$ cat src/hw/refsel_pkg.sv
// package for the reference source selector: register indices, field
// positions, reset values, state codes and timing constants.
// assumes a 25 MHz system clock and a 32-bit apb register port.
package refsel_pkg;

  // input count and widths
  localparam int NUM_INPUTS = 14;
  localparam int NUM_PRIO_REGS = 7;
  localparam int ADDR_W = 12;

  // register indices; byte address is four times the index
  localparam logic [7:0] IDX_INT_STATUS = 8'h06;
  localparam logic [7:0] IDX_OP_STATE = 8'h09;
  localparam logic [7:0] IDX_FORCE_SEL = 8'h33;
  localparam logic [7:0] IDX_NOM_CAL_LO = 8'h3c;
  localparam logic [7:0] IDX_NOM_CAL_HI = 8'h3d;
  localparam logic [7:0] IDX_TOL_34 = 8'h41;
  localparam logic [7:0] IDX_TOL_56 = 8'h42;
  localparam logic [7:0] IDX_MON_CFG = 8'h48;
  localparam logic [7:0] IDX_PRIO_BASE = 8'h18;
  localparam logic [7:0] IDX_MODE_CTRL = 8'h50;
  localparam logic [7:0] IDX_SEL_STATUS = 8'h51;

  // field positions
  localparam int INT_MAIN_REF_FAILED_BIT = 6;
  localparam int MON_EXT_SWITCH_BIT = 4;
  localparam int MON_ULTRA_FAST_BIT = 5;
  localparam int MON_FLAG_TDO_BIT = 6;
  localparam int MODE_REVERTIVE_BIT = 0;
  localparam int MODE_FORCED_CTRL_BIT = 1;
  localparam int MODE_CMD_STATE_LSB = 2;
  localparam int SEL_VALID_BIT = 7;

  // reset values
  localparam logic [7:0] FORCE_SEL_RESET = 8'h0f;
  localparam logic [7:0] MON_CFG_RESET = 8'h00;
  localparam logic [7:0] MODE_CTRL_RESET = 8'h01;
  localparam logic [7:0] PRIO_RESET = 8'h00;
  localparam logic [15:0] NOM_CAL_RESET = 16'h0000;
  // tolerance in steps of 0.4 ppm: 23 is 9.2 ppm, 200 is 80 ppm
  localparam logic [7:0] TOL_NORMAL = 8'h17;
  localparam logic [7:0] TOL_WIDE = 8'hc8;

  // operating state codes reported in bits [2:0]
  localparam logic [2:0] CODE_FREE_RUN = 3'h1;
  localparam logic [2:0] CODE_HOLDOVER = 3'h2;
  localparam logic [2:0] CODE_LOCKED = 3'h4;
  localparam logic [2:0] CODE_PRE_LOCKED2 = 3'h5;
  localparam logic [2:0] CODE_PRE_LOCKED = 3'h6;
  localparam logic [2:0] CODE_LOST_PHASE = 3'h7;

  // operating states
  typedef enum logic [2:0] {
    ST_FREE_RUN, ST_PRE_LOCKED, ST_LOCKED, ST_LOST_PHASE, ST_HOLDOVER, ST_PRE_LOCKED2
  } op_state_t;

  // timing: a 1 ms tick paces all long waits
  localparam int CLK_FREQ_HZ = 25_000_000;
  localparam int TICK_PERIOD_US = 1000;
  localparam int TICK_CYCLES = CLK_FREQ_HZ / 1_000_000 * TICK_PERIOD_US;
  localparam int LOCK_HOLD_S = 1;
  localparam int LOCK_HOLD_TICKS = LOCK_HOLD_S * 1_000_000 / TICK_PERIOD_US;
  localparam int LOCK_TIMEOUT_S = 100;
  localparam int LOCK_TIMEOUT_TICKS = LOCK_TIMEOUT_S * 1000 * (1000 / TICK_PERIOD_US);
  localparam int STRAP_HOLD_MS = 251;
  localparam int STRAP_HOLD_TICKS = STRAP_HOLD_MS * 1000 / TICK_PERIOD_US;

endpackage

$ cat src/hw/reference_source_selector.sv
// reference source selector: priority / forced / external-pin choice of the
// dpll reference, plus the operating-state machine and its apb registers.
// assumes input validity and fast activity-loss flags from monitors on pclk.
//
// Functional notes
// - non-revertive keeps valid current reference
// - failed current reference always switches away; forced and pin-protection selections keep it
// - force field 0 or 15 auto, else input n
// - force field resets to all ones
// - 4-bit priorities, two per register, seven registers
// - lower value wins; zero excludes input
// - equal priorities served first in, first out
// - revertive setting ignores equal priorities
// - ultra-fast loss sets alarm and switches
// - alarm bit mirrored on test output when enabled
// - test output high until alarm cleared
// - pin strap or control bit enables protection
// - pin high picks three/five, low four/six
// - pin strap widens switched tolerances to 80 ppm
// - zero priority swaps three for five, four for six
// - protection disables monitors, reports locked
// - automatic state control after reset, forced optional
// - free-run uses oscillator plus calibration value
// - free-run to pre-locked on selection
// - no lock in 100 s: free-run, reselect
// - locked entered once reference selected and locked
// - lock counts after one second continuous
// - revertive switches to better validated input
//
// Local design decision: the APB slave port.
module reference_source_selector #(
  parameter int TICK_CYCLES_P = refsel_pkg::TICK_CYCLES
) (
  // clock and reset
  input wire logic pclk,
  input wire logic presetn,
  // apb slave
  input wire logic [refsel_pkg::ADDR_W-1:0] paddr,
  input wire logic psel,
  input wire logic penable,
  input wire logic pwrite,
  input wire logic [31:0] pwdata,
  output logic [31:0] prdata,
  output logic pready,
  output logic pslverr,
  // monitor and pll status
  input wire logic [refsel_pkg::NUM_INPUTS-1:0] ref_valid,
  input wire logic [refsel_pkg::NUM_INPUTS-1:0] ref_activity_lost,
  input wire logic pll_phase_locked,
  // external protection pin
  input wire logic protection_switch_pin,
  // selection to the dpll
  output logic [3:0] selected_ref,
  output logic ref_selected,
  output logic pll_force_ref,
  output logic monitors_disabled,
  output logic [2:0] op_state_code,
  output logic freerun_active,
  output logic [15:0] nominal_freq_cal,
  output logic [7:0] tol_34,
  output logic [7:0] tol_56,
  // test data output flag pin
  output logic tdo_flag_out,
  output logic tdo_flag_oe
);
  import refsel_pkg::*;

  // register file
  logic [7:0] force_sel_reg;
  logic [7:0] mon_cfg_reg;
  logic [7:0] mode_ctrl_reg;
  logic [7:0] prio_reg [NUM_PRIO_REGS];
  logic [15:0] nom_cal_reg;
  logic [7:0] tol_34_reg;
  logic [7:0] tol_56_reg;
  logic tol_written_reg; // software or the strap has set a tolerance
  logic main_ref_failed_reg; // sticky alarm
  // selection state
  logic [3:0] cur_idx_reg; // index of current reference
  logic have_ref_reg; // a reference is selected
  logic [NUM_INPUTS-1:0] rejected_reg; // disqualified until re-validated
  logic [NUM_INPUTS-1:0] valid_prev_reg;
  logic [7:0] stamp_reg [NUM_INPUTS]; // arrival order stamps
  logic [7:0] seq_reg;
  // pin synchroniser and strap capture
  logic pin_s1_reg, pin_s2_reg, pin_s3_reg, pin_level_reg;
  logic strap_done_reg, strap_en_reg;
  logic [15:0] strap_cnt_reg;
  // timing
  logic [31:0] tick_cnt_reg;
  logic tick_reg;
  logic [19:0] lock_cnt_reg;
  logic [19:0] timeout_cnt_reg;
  op_state_t state_reg, state_next;
  // apb handshake
  logic pready_reg;

  // bus decode helpers
  logic access;
  logic wr_en;
  logic [7:0] idx;
  assign access = psel & penable & pready_reg;
  assign wr_en = access & pwrite;
  assign idx = paddr[9:2];

  // priority of input i (input number i+1), two nibbles per register
  function automatic logic [3:0] prio_of(input logic [3:0] i);
    logic [7:0] r;
    r = prio_reg[i[3:1]];
    return i[0] ? r[7:4] : r[3:0];
  endfunction

  // force field decode: zero or all ones mean automatic
  function automatic logic is_auto(input logic [3:0] f);
    return (f == 4'h0) || (f == 4'hf);
  endfunction

  // register is one of the seven priority registers
  function automatic logic is_prio(input logic [7:0] a);
    return (a >= IDX_PRIO_BASE) && (a < IDX_PRIO_BASE + 8'(NUM_PRIO_REGS));
  endfunction

  // map a commanded state code onto the state machine
  function automatic op_state_t code_to_state(input logic [2:0] c, input op_state_t d);
    case (c)
      CODE_FREE_RUN: return ST_FREE_RUN;
      CODE_HOLDOVER: return ST_HOLDOVER;
      CODE_LOCKED: return ST_LOCKED;
      CODE_PRE_LOCKED2: return ST_PRE_LOCKED2;
      CODE_PRE_LOCKED: return ST_PRE_LOCKED;
      CODE_LOST_PHASE: return ST_LOST_PHASE;
      default: return d;
    endcase
  endfunction

  // configuration shortcuts
  logic ext_mode, ultra_fast, revertive;
  assign ext_mode = mon_cfg_reg[MON_EXT_SWITCH_BIT] | strap_en_reg;
  assign ultra_fast = mon_cfg_reg[MON_ULTRA_FAST_BIT];
  assign revertive = mode_ctrl_reg[MODE_REVERTIVE_BIT];

  // eligibility per input
  logic [NUM_INPUTS-1:0] eligible;
  for (genvar g = 0; g < NUM_INPUTS; g++) begin : g_elig
    assign eligible[g] = ref_valid[g] & (prio_of(4'(g)) != 4'h0) & ~rejected_reg[g];
  end

  // best candidate: lowest priority value, then oldest arrival
  logic best_found;
  logic [3:0] best_idx, best_prio;
  logic [7:0] best_age;
  always_comb begin
    logic [7:0] age;
    age = 8'h00;
    best_found = 1'b0;
    best_idx = 4'h0;
    best_prio = 4'hf;
    best_age = 8'h00;
    for (int i = 0; i < NUM_INPUTS; i++) begin
      age = seq_reg - stamp_reg[i];
      if (eligible[i]) begin
        // lower value wins; ties go to the longest waiting
        if (!best_found || prio_of(4'(i)) < best_prio ||
            (prio_of(4'(i)) == best_prio && age > best_age)) begin
          best_found = 1'b1;
          best_idx = 4'(i);
          best_prio = prio_of(4'(i));
          best_age = age;
        end
      end
    end
  end

  // current reference health
  logic fast_fail, cur_ok, timeout_hit;
  assign fast_fail = have_ref_reg & ultra_fast & ref_activity_lost[cur_idx_reg];
  assign cur_ok = have_ref_reg & eligible[cur_idx_reg] & ~fast_fail & ~timeout_hit;
  assign timeout_hit = tick_reg && (timeout_cnt_reg >= 20'(LOCK_TIMEOUT_TICKS - 1)) &&
                       (state_reg == ST_PRE_LOCKED || state_reg == ST_PRE_LOCKED2 ||
                        state_reg == ST_LOST_PHASE);

  // next selection
  logic [3:0] sel_next;
  logic have_next;
  always_comb begin
    sel_next = cur_idx_reg;
    have_next = have_ref_reg;
    if (ext_mode) begin
      // pin chooses the pair, a zero priority swaps in the spare
      have_next = 1'b1;
      if (pin_level_reg) begin
        sel_next = (prio_of(4'd2) == 4'h0) ? 4'd4 : 4'd2;
      end else begin
        sel_next = (prio_of(4'd3) == 4'h0) ? 4'd5 : 4'd3;
      end
    end else if (!is_auto(force_sel_reg[3:0])) begin
      // forced input n
      have_next = 1'b1;
      sel_next = force_sel_reg[3:0] - 4'd1;
    end else if (!cur_ok) begin
      // current gone: take the best left, or nothing
      have_next = best_found;
      sel_next = best_found ? best_idx : cur_idx_reg;
    end else if (revertive && best_found && best_prio < prio_of(cur_idx_reg)) begin
      // strictly better only; equal values never pre-empt
      sel_next = best_idx;
    end
    // otherwise non-revertive holds a still-valid reference
  end

  logic sel_change;
  assign sel_change = (have_next != have_ref_reg) || (have_next && sel_next != cur_idx_reg);

  // selection registers
  always_ff @(posedge pclk or negedge presetn) begin
    if (!presetn) begin
      cur_idx_reg <= 4'h0;
      have_ref_reg <= 1'b0;
    end else begin
      cur_idx_reg <= sel_next;
      have_ref_reg <= have_next;
    end
  end

  // arrival stamps: a newly valid input joins the back of its queue
  always_ff @(posedge pclk or negedge presetn) begin
    if (!presetn) begin
      valid_prev_reg <= '0;
      seq_reg <= 8'h00;
      for (int i = 0; i < NUM_INPUTS; i++) begin
        stamp_reg[i] <= 8'h00;
      end
    end else begin
      valid_prev_reg <= ref_valid;
      if (|(ref_valid & ~valid_prev_reg)) begin
        seq_reg <= seq_reg + 8'h01;
      end
      for (int i = 0; i < NUM_INPUTS; i++) begin
        if (ref_valid[i] && !valid_prev_reg[i]) begin
          stamp_reg[i] <= seq_reg;
        end
      end
    end
  end

  // disqualification of a failed current reference; a new failure beats the acknowledge
  always_ff @(posedge pclk or negedge presetn) begin
    if (!presetn) begin
      rejected_reg <= '0;
    end else begin
      for (int i = 0; i < NUM_INPUTS; i++) begin
        if (have_ref_reg && cur_idx_reg == 4'(i) && !ext_mode &&
            (fast_fail || timeout_hit)) begin
          rejected_reg[i] <= 1'b1;
        end else if (!ref_valid[i] || (wr_en && idx == IDX_INT_STATUS)) begin
          rejected_reg[i] <= 1'b0; // dropout or software acknowledge
        end
      end
    end
  end

  // main reference failed alarm, write one to clear, set wins
  always_ff @(posedge pclk or negedge presetn) begin
    if (!presetn) begin
      main_ref_failed_reg <= 1'b0;
    end else if (fast_fail && !ext_mode) begin
      main_ref_failed_reg <= 1'b1;
    end else if (wr_en && idx == IDX_INT_STATUS && pwdata[INT_MAIN_REF_FAILED_BIT]) begin
      main_ref_failed_reg <= 1'b0;
    end
  end

  // three-stage pin synchroniser; level taken when stages two and three agree
  always_ff @(posedge pclk or negedge presetn) begin
    if (!presetn) begin
      pin_s1_reg <= 1'b0;
      pin_s2_reg <= 1'b0;
      pin_s3_reg <= 1'b0;
      pin_level_reg <= 1'b0;
    end else begin
      pin_s1_reg <= protection_switch_pin;
      pin_s2_reg <= pin_s1_reg;
      pin_s3_reg <= pin_s2_reg;
      if (pin_s2_reg == pin_s3_reg) begin
        pin_level_reg <= pin_s3_reg;
      end
    end
  end

  // millisecond tick divider
  always_ff @(posedge pclk or negedge presetn) begin
    if (!presetn) begin
      tick_cnt_reg <= 32'h0;
      tick_reg <= 1'b0;
    end else if (tick_cnt_reg >= 32'(TICK_CYCLES_P - 1)) begin
      tick_cnt_reg <= 32'h0;
      tick_reg <= 1'b1;
    end else begin
      tick_cnt_reg <= tick_cnt_reg + 32'h1;
      tick_reg <= 1'b0;
    end
  end

  // strap: pin high through the hold window
  always_ff @(posedge pclk or negedge presetn) begin
    if (!presetn) begin
      strap_done_reg <= 1'b0;
      strap_en_reg <= 1'b0;
      strap_cnt_reg <= 16'h0;
    end else if (!strap_done_reg) begin
      if (tick_reg && !pin_level_reg) begin
        strap_done_reg <= 1'b1; // pin dropped early: no strap
      end else if (tick_reg && strap_cnt_reg >= 16'(STRAP_HOLD_TICKS - 1)) begin
        strap_done_reg <= 1'b1;
        strap_en_reg <= 1'b1;
      end else if (tick_reg) begin
        strap_cnt_reg <= strap_cnt_reg + 16'h1;
      end
    end
  end

  // continuous phase lock qualifier
  logic pll_locked;
  assign pll_locked = lock_cnt_reg >= 20'(LOCK_HOLD_TICKS);
  always_ff @(posedge pclk or negedge presetn) begin
    if (!presetn) begin
      lock_cnt_reg <= 20'h0;
    end else if (!pll_phase_locked || sel_change) begin
      lock_cnt_reg <= 20'h0;
    end else if (tick_reg && !pll_locked) begin
      lock_cnt_reg <= lock_cnt_reg + 20'h1;
    end
  end

  // acquisition timeout, restarted on each state or reference change
  always_ff @(posedge pclk or negedge presetn) begin
    if (!presetn) begin
      timeout_cnt_reg <= 20'h0;
    end else if (state_next != state_reg || sel_change) begin
      timeout_cnt_reg <= 20'h0;
    end else if (tick_reg) begin
      timeout_cnt_reg <= timeout_cnt_reg + 20'h1;
    end
  end

  // automatic operating-state transitions
  always_comb begin
    state_next = state_reg;
    case (state_reg)
      ST_FREE_RUN: begin
        if (have_ref_reg) state_next = ST_PRE_LOCKED;
      end
      ST_PRE_LOCKED, ST_PRE_LOCKED2: begin
        if (timeout_hit || !have_ref_reg) begin
          state_next = ST_FREE_RUN;
        end else if (pll_locked) begin
          state_next = ST_LOCKED;
        end
      end
      ST_LOCKED: begin
        if (!have_next) begin
          state_next = ST_HOLDOVER;
        end else if (sel_change) begin
          state_next = ST_PRE_LOCKED2;
        end else if (!pll_phase_locked) begin
          state_next = ST_LOST_PHASE;
        end
      end
      ST_LOST_PHASE: begin
        if (timeout_hit || !have_ref_reg) begin
          state_next = have_next ? ST_PRE_LOCKED2 : ST_HOLDOVER;
        end else if (pll_locked) begin
          state_next = ST_LOCKED;
        end
      end
      ST_HOLDOVER: begin
        if (have_ref_reg) state_next = ST_PRE_LOCKED2;
      end
      default: state_next = ST_FREE_RUN;
    endcase
  end

  // state register: automatic unless forced control is configured
  always_ff @(posedge pclk or negedge presetn) begin
    if (!presetn) begin
      state_reg <= ST_FREE_RUN;
    end else if (mode_ctrl_reg[MODE_FORCED_CTRL_BIT]) begin
      state_reg <= code_to_state(mode_ctrl_reg[MODE_CMD_STATE_LSB +: 3], state_reg);
    end else begin
      state_reg <= state_next;
    end
  end

  // reported state code; protection mode always reads locked
  logic [2:0] code_now;
  always_comb begin
    case (state_reg)
      ST_FREE_RUN: code_now = CODE_FREE_RUN;
      ST_PRE_LOCKED: code_now = CODE_PRE_LOCKED;
      ST_LOCKED: code_now = CODE_LOCKED;
      ST_LOST_PHASE: code_now = CODE_LOST_PHASE;
      ST_HOLDOVER: code_now = CODE_HOLDOVER;
      ST_PRE_LOCKED2: code_now = CODE_PRE_LOCKED2;
      default: code_now = CODE_FREE_RUN;
    endcase
    if (ext_mode) code_now = CODE_LOCKED;
  end

  // software registers
  always_ff @(posedge pclk or negedge presetn) begin
    if (!presetn) begin
      force_sel_reg <= FORCE_SEL_RESET;
      mon_cfg_reg <= MON_CFG_RESET;
      mode_ctrl_reg <= MODE_CTRL_RESET;
      nom_cal_reg <= NOM_CAL_RESET;
      for (int i = 0; i < NUM_PRIO_REGS; i++) begin
        prio_reg[i] <= PRIO_RESET;
      end
    end else if (wr_en) begin
      case (idx)
        IDX_FORCE_SEL: force_sel_reg <= pwdata[7:0];
        IDX_MON_CFG: mon_cfg_reg <= pwdata[7:0];
        IDX_MODE_CTRL: mode_ctrl_reg <= pwdata[7:0];
        IDX_NOM_CAL_LO: nom_cal_reg[7:0] <= pwdata[7:0];
        IDX_NOM_CAL_HI: nom_cal_reg[15:8] <= pwdata[7:0];
        default: begin
          if (is_prio(idx)) prio_reg[3'(idx - IDX_PRIO_BASE)] <= pwdata[7:0];
        end
      endcase
    end
  end

  // tolerances: pin strap widens defaults unless software got there first
  always_ff @(posedge pclk or negedge presetn) begin
    if (!presetn) begin
      tol_34_reg <= TOL_NORMAL;
      tol_56_reg <= TOL_NORMAL;
      tol_written_reg <= 1'b0;
    end else if (wr_en && idx == IDX_TOL_34) begin
      tol_34_reg <= pwdata[7:0];
      tol_written_reg <= 1'b1;
    end else if (wr_en && idx == IDX_TOL_56) begin
      tol_56_reg <= pwdata[7:0];
      tol_written_reg <= 1'b1;
    end else if (strap_en_reg && !tol_written_reg) begin
      tol_34_reg <= TOL_WIDE;
      tol_56_reg <= TOL_WIDE;
      tol_written_reg <= 1'b1;
    end
  end

  // read mux
  logic [7:0] rd_val;
  logic mapped;
  always_comb begin
    rd_val = 8'h00;
    mapped = 1'b1;
    case (idx)
      IDX_INT_STATUS: rd_val = 8'(main_ref_failed_reg) << INT_MAIN_REF_FAILED_BIT;
      IDX_OP_STATE: rd_val = {5'h00, code_now};
      IDX_FORCE_SEL: rd_val = force_sel_reg;
      IDX_NOM_CAL_LO: rd_val = nom_cal_reg[7:0];
      IDX_NOM_CAL_HI: rd_val = nom_cal_reg[15:8];
      IDX_TOL_34: rd_val = tol_34_reg;
      IDX_TOL_56: rd_val = tol_56_reg;
      IDX_MON_CFG: rd_val = mon_cfg_reg;
      IDX_MODE_CTRL: rd_val = mode_ctrl_reg;
      IDX_SEL_STATUS: rd_val = {have_ref_reg, 3'h0, have_ref_reg ? cur_idx_reg + 4'd1 : 4'h0};
      default: begin
        if (is_prio(idx)) begin
          rd_val = prio_reg[3'(idx - IDX_PRIO_BASE)];
        end else begin
          mapped = 1'b0;
        end
      end
    endcase
    if (paddr[1:0] != 2'b00 || paddr[ADDR_W-1:10] != '0) mapped = 1'b0;
  end

  // apb answer: no wait state, data and error latched in setup
  always_ff @(posedge pclk or negedge presetn) begin
    if (!presetn) begin
      pready_reg <= 1'b0;
      prdata <= 32'h0;
      pslverr <= 1'b0;
    end else if (psel && !penable && !pready_reg) begin
      pready_reg <= 1'b1;
      prdata <= pwrite ? 32'h0 : {24'h0, rd_val};
      pslverr <= ~mapped;
    end else begin
      pready_reg <= 1'b0;
      prdata <= 32'h0;
      pslverr <= 1'b0;
    end
  end
  assign pready = pready_reg;

  // registered outputs
  always_ff @(posedge pclk or negedge presetn) begin
    if (!presetn) begin
      selected_ref <= 4'h0;
      ref_selected <= 1'b0;
      pll_force_ref <= 1'b0;
      monitors_disabled <= 1'b0;
      op_state_code <= CODE_FREE_RUN;
      freerun_active <= 1'b1;
      nominal_freq_cal <= NOM_CAL_RESET;
      tol_34 <= TOL_NORMAL;
      tol_56 <= TOL_NORMAL;
      tdo_flag_out <= 1'b0;
      tdo_flag_oe <= 1'b0;
    end else begin
      selected_ref <= have_ref_reg ? cur_idx_reg + 4'd1 : 4'h0;
      ref_selected <= have_ref_reg;
      pll_force_ref <= ext_mode;
      monitors_disabled <= ext_mode;
      op_state_code <= code_now;
      freerun_active <= (state_reg == ST_FREE_RUN) && !ext_mode;
      nominal_freq_cal <= nom_cal_reg;
      tol_34 <= tol_34_reg;
      tol_56 <= tol_56_reg;
      tdo_flag_out <= mon_cfg_reg[MON_FLAG_TDO_BIT] & main_ref_failed_reg;
      tdo_flag_oe <= mon_cfg_reg[MON_FLAG_TDO_BIT];
    end
  end

endmodule

$ cat config.mk
export PLATFORM = sky130hd
export DESIGN_NAME = reference_source_selector
export DESIGN_NICKNAME = d
export VERILOG_FILES = /design/src/hw/refsel_pkg.sv /design/src/hw/reference_source_selector.sv
export SDC_FILE = /design/constraint.sdc
export NUM_CORES = 1
export LEC_CHECK = 0
export BUFFER_PORTS_ARGS = -buffer_cell sky130_fd_sc_hd__buf_2
export CAP_MARGIN = 40
export CORE_MARGIN = 3
export CORE_UTILIZATION = 40
export DETAILED_ROUTE_END_ITERATION = 8
export GPL_ROUTABILITY_DRIVEN = 0
export PLACE_DENSITY_LB_ADDON = 0.12
export SLEW_MARGIN = 10
export SYNTH_ARGS = -nofsm -noshare
export SYNTH_HDL_FRONTEND = slang
export SYNTH_SLANG_ARGS = --single-unit
$ cat constraint.sdc
create_clock -name pclk -period 31.5 [get_ports pclk]
set_clock_uncertainty 0.1 [all_clocks]
set_input_delay 1.575 -clock pclk [delete_from_list [all_inputs] [get_ports pclk]]
set_output_delay 1.575 -clock pclk [all_outputs]
set_load 0.005 [all_outputs]
# After elaboration in Yosys (flattened, before gate mapping)
# Cells that the tools add are included.
# W data, S select, Z words.
[classes]
order_cmp = 37
n_reduce_logical = 241
n_bitwise = 64
eq_ne = 54
mux = 200
add_sub_neg = 22
[ops]
columns = ["op", "count"]
rows = [
  ["$mux W8", 37],
  ["$mux W4", 58],
  ["$sub A8 B8 Y8", 14],
  ["$gt A8 B8 Y1", 13],
  ["$logic_and A1 B1 Y1", 88],
  ["$mux W20", 4],
  ["$pmux W8 S10", 1],
  ["$mux W1", 77],
  ["$bwmux W56", 1],
  ["$lt A4 B4 Y1", 14],
  ["$reduce_bool A4 Y1", 14],
  ["$eq A4 B4 Y1", 13],
  ["$logic_not A1 Y1", 49],
  ["$logic_or A1 B1 Y1", 49],
  ["$bmux W8 S3", 2],
  ["$reduce_bool A2 Y1", 21],
  ["$add A20 B1 Y20 const B", 2],
  ["$eq A8 B7 Y1 const B", 5],
  ["$mux W3", 13],
  ["$and A1 B1 Y1", 37],
  ["$add A32 B1 Y32 const B", 1],
  ["$ge A32 B15 Y1 const B", 1],
  ["$mux W32", 1],
  ["$pmux W3 S5", 2],
  ["47 further kinds", 101],
]
[word_totals]
reg_bits = 443
inputBits = 79
word_cells = 691
output_inout_bits = 79

# Logic depth before layout (Yosys ltp)
[logic_depth]
depth_word = 84
ltp_mapped = 157
mapped_depth_nobuf = 138

# Least setup slack after synthesis
# OpenSTA, ideal clock, no wires.
[synth_path]
path_kind = "register to register"
start = "register seq_reg[1]"
end = "register timeout_cnt_reg[0]"
synth_period_minus_slack_ns = 28.567
arrival_ns = 28.348
required_ns = 31.281
stages_incl_launch_ff = 145
setup_slack_ns = 2.933
setup_time_ns = 0.119
n_path_buf = 22
cell_sequence = "dfrtp_1 ha_1 nor2b_1 o2111a_1 or4_1 and2_1 ha_1 and4_1 a21oi_1 o221a_2 clkbuf_1 o21a_1 clkbuf_1 a211oi_1 or2_2 inv_1 ha_1 o211ai_1 [109 not listed] a21oi_1 o21bai_2 nand2_1 o22a_1 ha_1 a21o_1 nand2_1 nand3b_1 a41o_1 nor2b_1 o311ai_0 o21ai_0 nand2_1 a211o_1 a211o_1 a31oi_2 buf_6 nor2_2"
[synth_between]
elab_chain_len = 82
word_cells_on_any_way = 228
cone_classes = "add/sub (14); order compare (26); eq/ne (15); mux (117); reduce/logical (56)"
[synth_rtl]
columns = ["element", "line_no", "rtl"]
rows = [
  ["from (decl)", "reference_source_selector.sv:84", "logic [7:0] seq_reg;"],
  ["from (signal assigned)", "reference_source_selector.sv:236", "seq_reg <= seq_reg + 8'h01;"],
  ["$sub A8 B8 Y8", "reference_source_selector.sv:160", "age = seq_reg - stamp_reg[i];"],
  ["$mux W8", "reference_source_selector.sv:161", "if (eligible[i]) begin"],
  ["$gt A8 B8 Y1", "reference_source_selector.sv:164", "(prio_of(4'(i)) == best_prio && age > best_age)) begin"],
  ["$logic_and A1 B1 Y1", "reference_source_selector.sv:164", ""],
  ["$logic_or A1 B1 Y1", "reference_source_selector.sv:163", "if (!best_found || prio_of(4'(i)) < best_prio ||"],
  ["$mux W8, or another cell as far along", "reference_source_selector.sv:163", ""],
  ["$mux W8, or another cell as far along", "reference_source_selector.sv:161", ""],
  ["$gt A8 B8 Y1, or another cell as far along", "reference_source_selector.sv:164", ""],
  ["[66 not listed]", "--", ""],
  ["$logic_and A1 B1 Y1", "reference_source_selector.sv:212", "assign sel_change = (have_next != have_ref_reg) || (have_next && sel_next != cur_idx_reg);"],
  ["$logic_or A1 B1 Y1", "reference_source_selector.sv:212", ""],
  ["$mux W3", "reference_source_selector.sv:363", "end else if (sel_change) begin"],
  ["$mux W3", "reference_source_selector.sv:361", "if (!have_next) begin"],
  ["$pmux W3 S5", "reference_source_selector.sv:349", "case (state_reg)"],
  ["$ne A3 B3 Y1", "reference_source_selector.sv:339", "end else if (state_next != state_reg || sel_change) begin"],
  ["$logic_or A1 B1 Y1 (*)", "reference_source_selector.sv:339", ""],
  ["$mux W20 / $reduce_bool A2 Y1 (equally long branches)", "--", ""],
  ["to (signal assigned)", "reference_source_selector.sv:342", "timeout_cnt_reg <= timeout_cnt_reg + 20'h1;"],
  ["to (decl)", "reference_source_selector.sv:93", "logic [19:0] timeout_cnt_reg;"],
]
# Mark *: on every way between the ends. The rest lies on a longest branch, timed or not.
# A chain may end at the register's enable or synchronous reset.

# Worst setup path in the final report
[layout_path]
start = "register seq_reg[0]"
end = "register lock_cnt_reg[5]"
[layout_between]
elab_chain_len = 78
word_cells_on_any_way = 222
cone_classes = "add/sub (14); order compare (26); eq/ne (14); mux (112); reduce/logical (56)"
[layout_rtl]
columns = ["element", "line_no", "rtl"]
rows = [
  ["$sub A8 B8 Y8", "reference_source_selector.sv:160", ""],
  ["$mux W8", "reference_source_selector.sv:161", ""],
  ["$gt A8 B8 Y1", "reference_source_selector.sv:164", ""],
  ["$logic_and A1 B1 Y1", "reference_source_selector.sv:164", ""],
  ["$logic_or A1 B1 Y1", "reference_source_selector.sv:163", ""],
  ["$mux W8, or another cell as far along", "reference_source_selector.sv:163", ""],
  ["$mux W8, or another cell as far along", "reference_source_selector.sv:161", ""],
  ["$gt A8 B8 Y1, or another cell as far along", "reference_source_selector.sv:164", ""],
  ["[62 not listed]", "--", ""],
  ["$mux W4", "reference_source_selector.sv:200", "end else if (!cur_ok) begin"],
  ["$mux W4", "reference_source_selector.sv:196", "end else if (!is_auto(force_sel_reg[3:0])) begin"],
  ["$mux W4", "reference_source_selector.sv:188", "if (ext_mode) begin"],
  ["$ne A4 B4 Y1", "reference_source_selector.sv:212", ""],
  ["$logic_and A1 B1 Y1", "reference_source_selector.sv:212", ""],
  ["$logic_or A1 B1 Y1 (*)", "reference_source_selector.sv:212", ""],
  ["$logic_or A1 B1 Y1 (*)", "reference_source_selector.sv:328", "end else if (!pll_phase_locked || sel_change) begin"],
  ["$mux W20 / $reduce_bool A2 Y1 (equally long branches)", "--", ""],
  ["to (signal assigned)", "reference_source_selector.sv:331", "lock_cnt_reg <= lock_cnt_reg + 20'h1;"],
  ["to (decl)", "reference_source_selector.sv:92", "logic [19:0] lock_cnt_reg;"],
]
# Marked as above.

==> summary.txt <==
status -> finished clean
initial antenna violation count -> 2
largest family of logic cells by synthesized area -> compound AO/OA/AOI/OAI gates
Crit. End Element -> flip-flop
I/O Pins -> 158
Mapped Area -> 28,800 um^2
Post-Synth Adder-Cell Area -> 12.8%
Worst-Margin Slew -> 1070 ps
crit path max fanout -> 23
number of synthesized flops with an enable pin -> 0
most frequent cell after synthesis -> dfrtp_1
total congestion overflow after global routing -> 0
wl on met1 -> 38,300 um
dpl cells -> 4,021
Synth Register Bits -> 419
vias in the first global route -> 23,300
DRT Wirelength -> 84,800 um
Synth top area share -> 34.4%
sw frac -> 46.9%
Area Overhead vs Synth -> 12.7%
CTS Hold Buffers Added -> 0
Hold WS -> 265 ps
sequential share of power -> 16.7%
Final Worst Setup Slack -> 1910 ps
XOR/XNOR Fraction of Synth Area -> 4.20%
Die W -> 274 um
TritonCTS clock tree -> built
Max clock buf depth -> 3
wire per inst -> 20.6 um
overall die height -> 274 um
core area -> 70,600 um^2
Overall Global Routing Usage -> 22.4%
Die ar. -> 75,300 um^2
FFs w/ async S/R, synth -> 100%
period utilisation layout -> 93.9%
crit path DAT -> 29,980 ps
CP startpoint kind -> flip-flop
Hold Path Class -> reg2reg
Final Critical Period -> 29,590 ps
max incr delay on CP -> 550 ps
sequential share of the synthesized area -> 36.5%
total vias in the final route -> 23,200
largest net degree at the start of global routing -> 169
CTS Buf Count -> 50
Initial DRC Count -> 1,536
Leak Pwr -> 15.1 nW
Setup WS pre-CTS -> 426 ps
Rows -> 97
Total Nets Final -> 3,500
share of cells above drive strength 1 -> 17.6%
required time of the critical path -> 31,890 ps
H-tree depth -> 2
Initial DRT Pass Iterations -> 7
Combinational Power Share -> 68.8%
Yosys warning count -> 0
PwrDens -> 126 nW/um^2
mux contribution to synthesized area -> 9.83%
Worst-Skew Late Latency -> 630 ps
ANT nets after route -> 0
post-DR vias/cell -> 5.64
flip-flop count of the largest register after layout -> 112
crit path kind -> reg2reg
Clock Power Share -> 14.5%
Total Power -> 4.08 mW
P_int -> 2.17 mW
Compound-Gate Fraction of Synth Area -> 16.6%
max frequency -> 0.0338 GHz
clk root buf -> clkbuf_16
clk sinks -> 419
dominant cell type by area after synthesis -> dfrtp_1
Yosys cell types -> 98
Worst path most repeated cell -> ha_1
dpl hpwl -> 64,100 um
Peak VDD IR -> 0.000105 V
DR WL met3 -> 4720 um
Avg Inst Size Synth -> 9.59 um^2
# setup viols final -> 0
Final Max Slew Viols -> 0
DRC violations left -> 0
sw power -> 1.92 mW
slew margin rel. -> 28.5%
crit-path leading delay family -> compound AO/OA/AOI/OAI gates
number of port buffers -> 109
Starting Density -> 40.8%
synth cell count leaders -> dfrtp_1 (396), ha_1 (271), inv_1 (239), nand2_1 (220), nor2_1 (176)
Synth Area in Simple Gates -> 14.6%
Post-Layout Cell Count -> 4,115
top layer reached by signal wires -> met4
Worst Path Buf+Inv -> 16
count of final hold-check violations -> 0
Worst path slowest cell -> o31a_2
Most used DFF post-synth -> dfrtp_1
Clk pin slew, worst setup/hold paths -> 60 ps
Synth Instances -> 3,003
global-route wire length before repair -> 132,000 um
Synth area leaders -> dfrtp_1 (34%), ha_1 (12%), mux2_2 (6.6%)
met2 WL -> 38,600 um
maxcap violations -> 0
[routing by layer]
metal / up-vias / track usage (%)
li1: 11000 / -
met1: 11400 / 30.2
met2: 611 / 36.1
met3: 165 / 3.42
met4: 0 / 8.59
met5: - / 0
[power groups by stage]
stage               combinational (mW)  clock, mW  sequential (mW)
finish                            2.81      0.592            0.680
CTS                               2.80      0.610            0.679
floorplan                         2.00          0            0.680
detailed placement                2.78          0            0.689
global placement                  2.70          0            0.686
global route                      3.18      0.632            0.689
[layout by cell type, fill, tap and decap left out, types with 82 or more instances in the layout]
cell	count
dfrtp_1	395
nor2_1	176
o21ai_0	144
xnor2_1	82
mux2_2	169
buf_2	109
a21oi_1	168
nand2_1	218
ha_1	271
inv_1	239
[path summary, 6_finish.rpt]
path | from | slack [ps] | cells past startpoint | end
max | seq_reg[0] | 1910 | 138 | lock_cnt_reg[5]
min | pin_s1_reg | 270 | 0 | pin_s2_reg
max reg2reg | seq_reg[0] | 1910 | 138 | lock_cnt_reg[5]
min reg2reg | pin_s1_reg | 270 | 0 | pin_s2_reg
max in group asynchronous | presetn | 28880 | 2 | stamp_reg[17]
min in group asynchronous | presetn | 910 | 1 | lock_cnt_reg[13]
[per-stage QoR]
| step | utilization, % | TNS, ps | instance area, um^2 |
|---|---|---|---|
| final | 45.9 | 0 | 32400 |
| after global routing | 45.9 | -411 | 32400 |
| after CTS | 45.8 | 0 | 32400 |
| after detailed placement | 43.4 | 0 | 30700 |
| after global placement | 43.3 | 0 | 30600 |
| after floorplan | - | 0 | 28900 |
[layout make-up]
cell class | count | area (um^2)
sequential | 419 | 10500
timing repair buffer | 188 | 1230
tap | 940 | 1180
clock inverter | 17 | 270
clock buffer | 72 | 1420
fill | 6836 | 38200
multi-input combinational | 2237 | 16900
inverter | 240 | 901
antenna | 2 | 5.00
[worst reg2reg max path, delay by kind of cell (launching register included)]
family                     cells  cell delay (ps)
AOI/OAI and AO/OA             71            15960
xor gates and xnor gates       1              270
adders and majority gates     16             4620
buffers and inverters         16             2550
DFF                            1              480
and+or+nand+nor               34             5480
[cells by family after synthesis]
kind of cell,count (synthesis)
xor+xnor,138
fa+ha+maj,286
compound gates,710
simple gates,828
buf+inv,387
flops,419
mux,234
other cells,1
[repair_timing]
| item | CTS | global route |
|---|---|---|
| endpoints found under the hold margin | 0 | 0 |
| setup endpoints to repair | 0 | 47 |
| resized for setup | 0 | 23 |
| setup buffers | 0 | 2 |
Note: power is estimated with default switching activity, not from simulation.
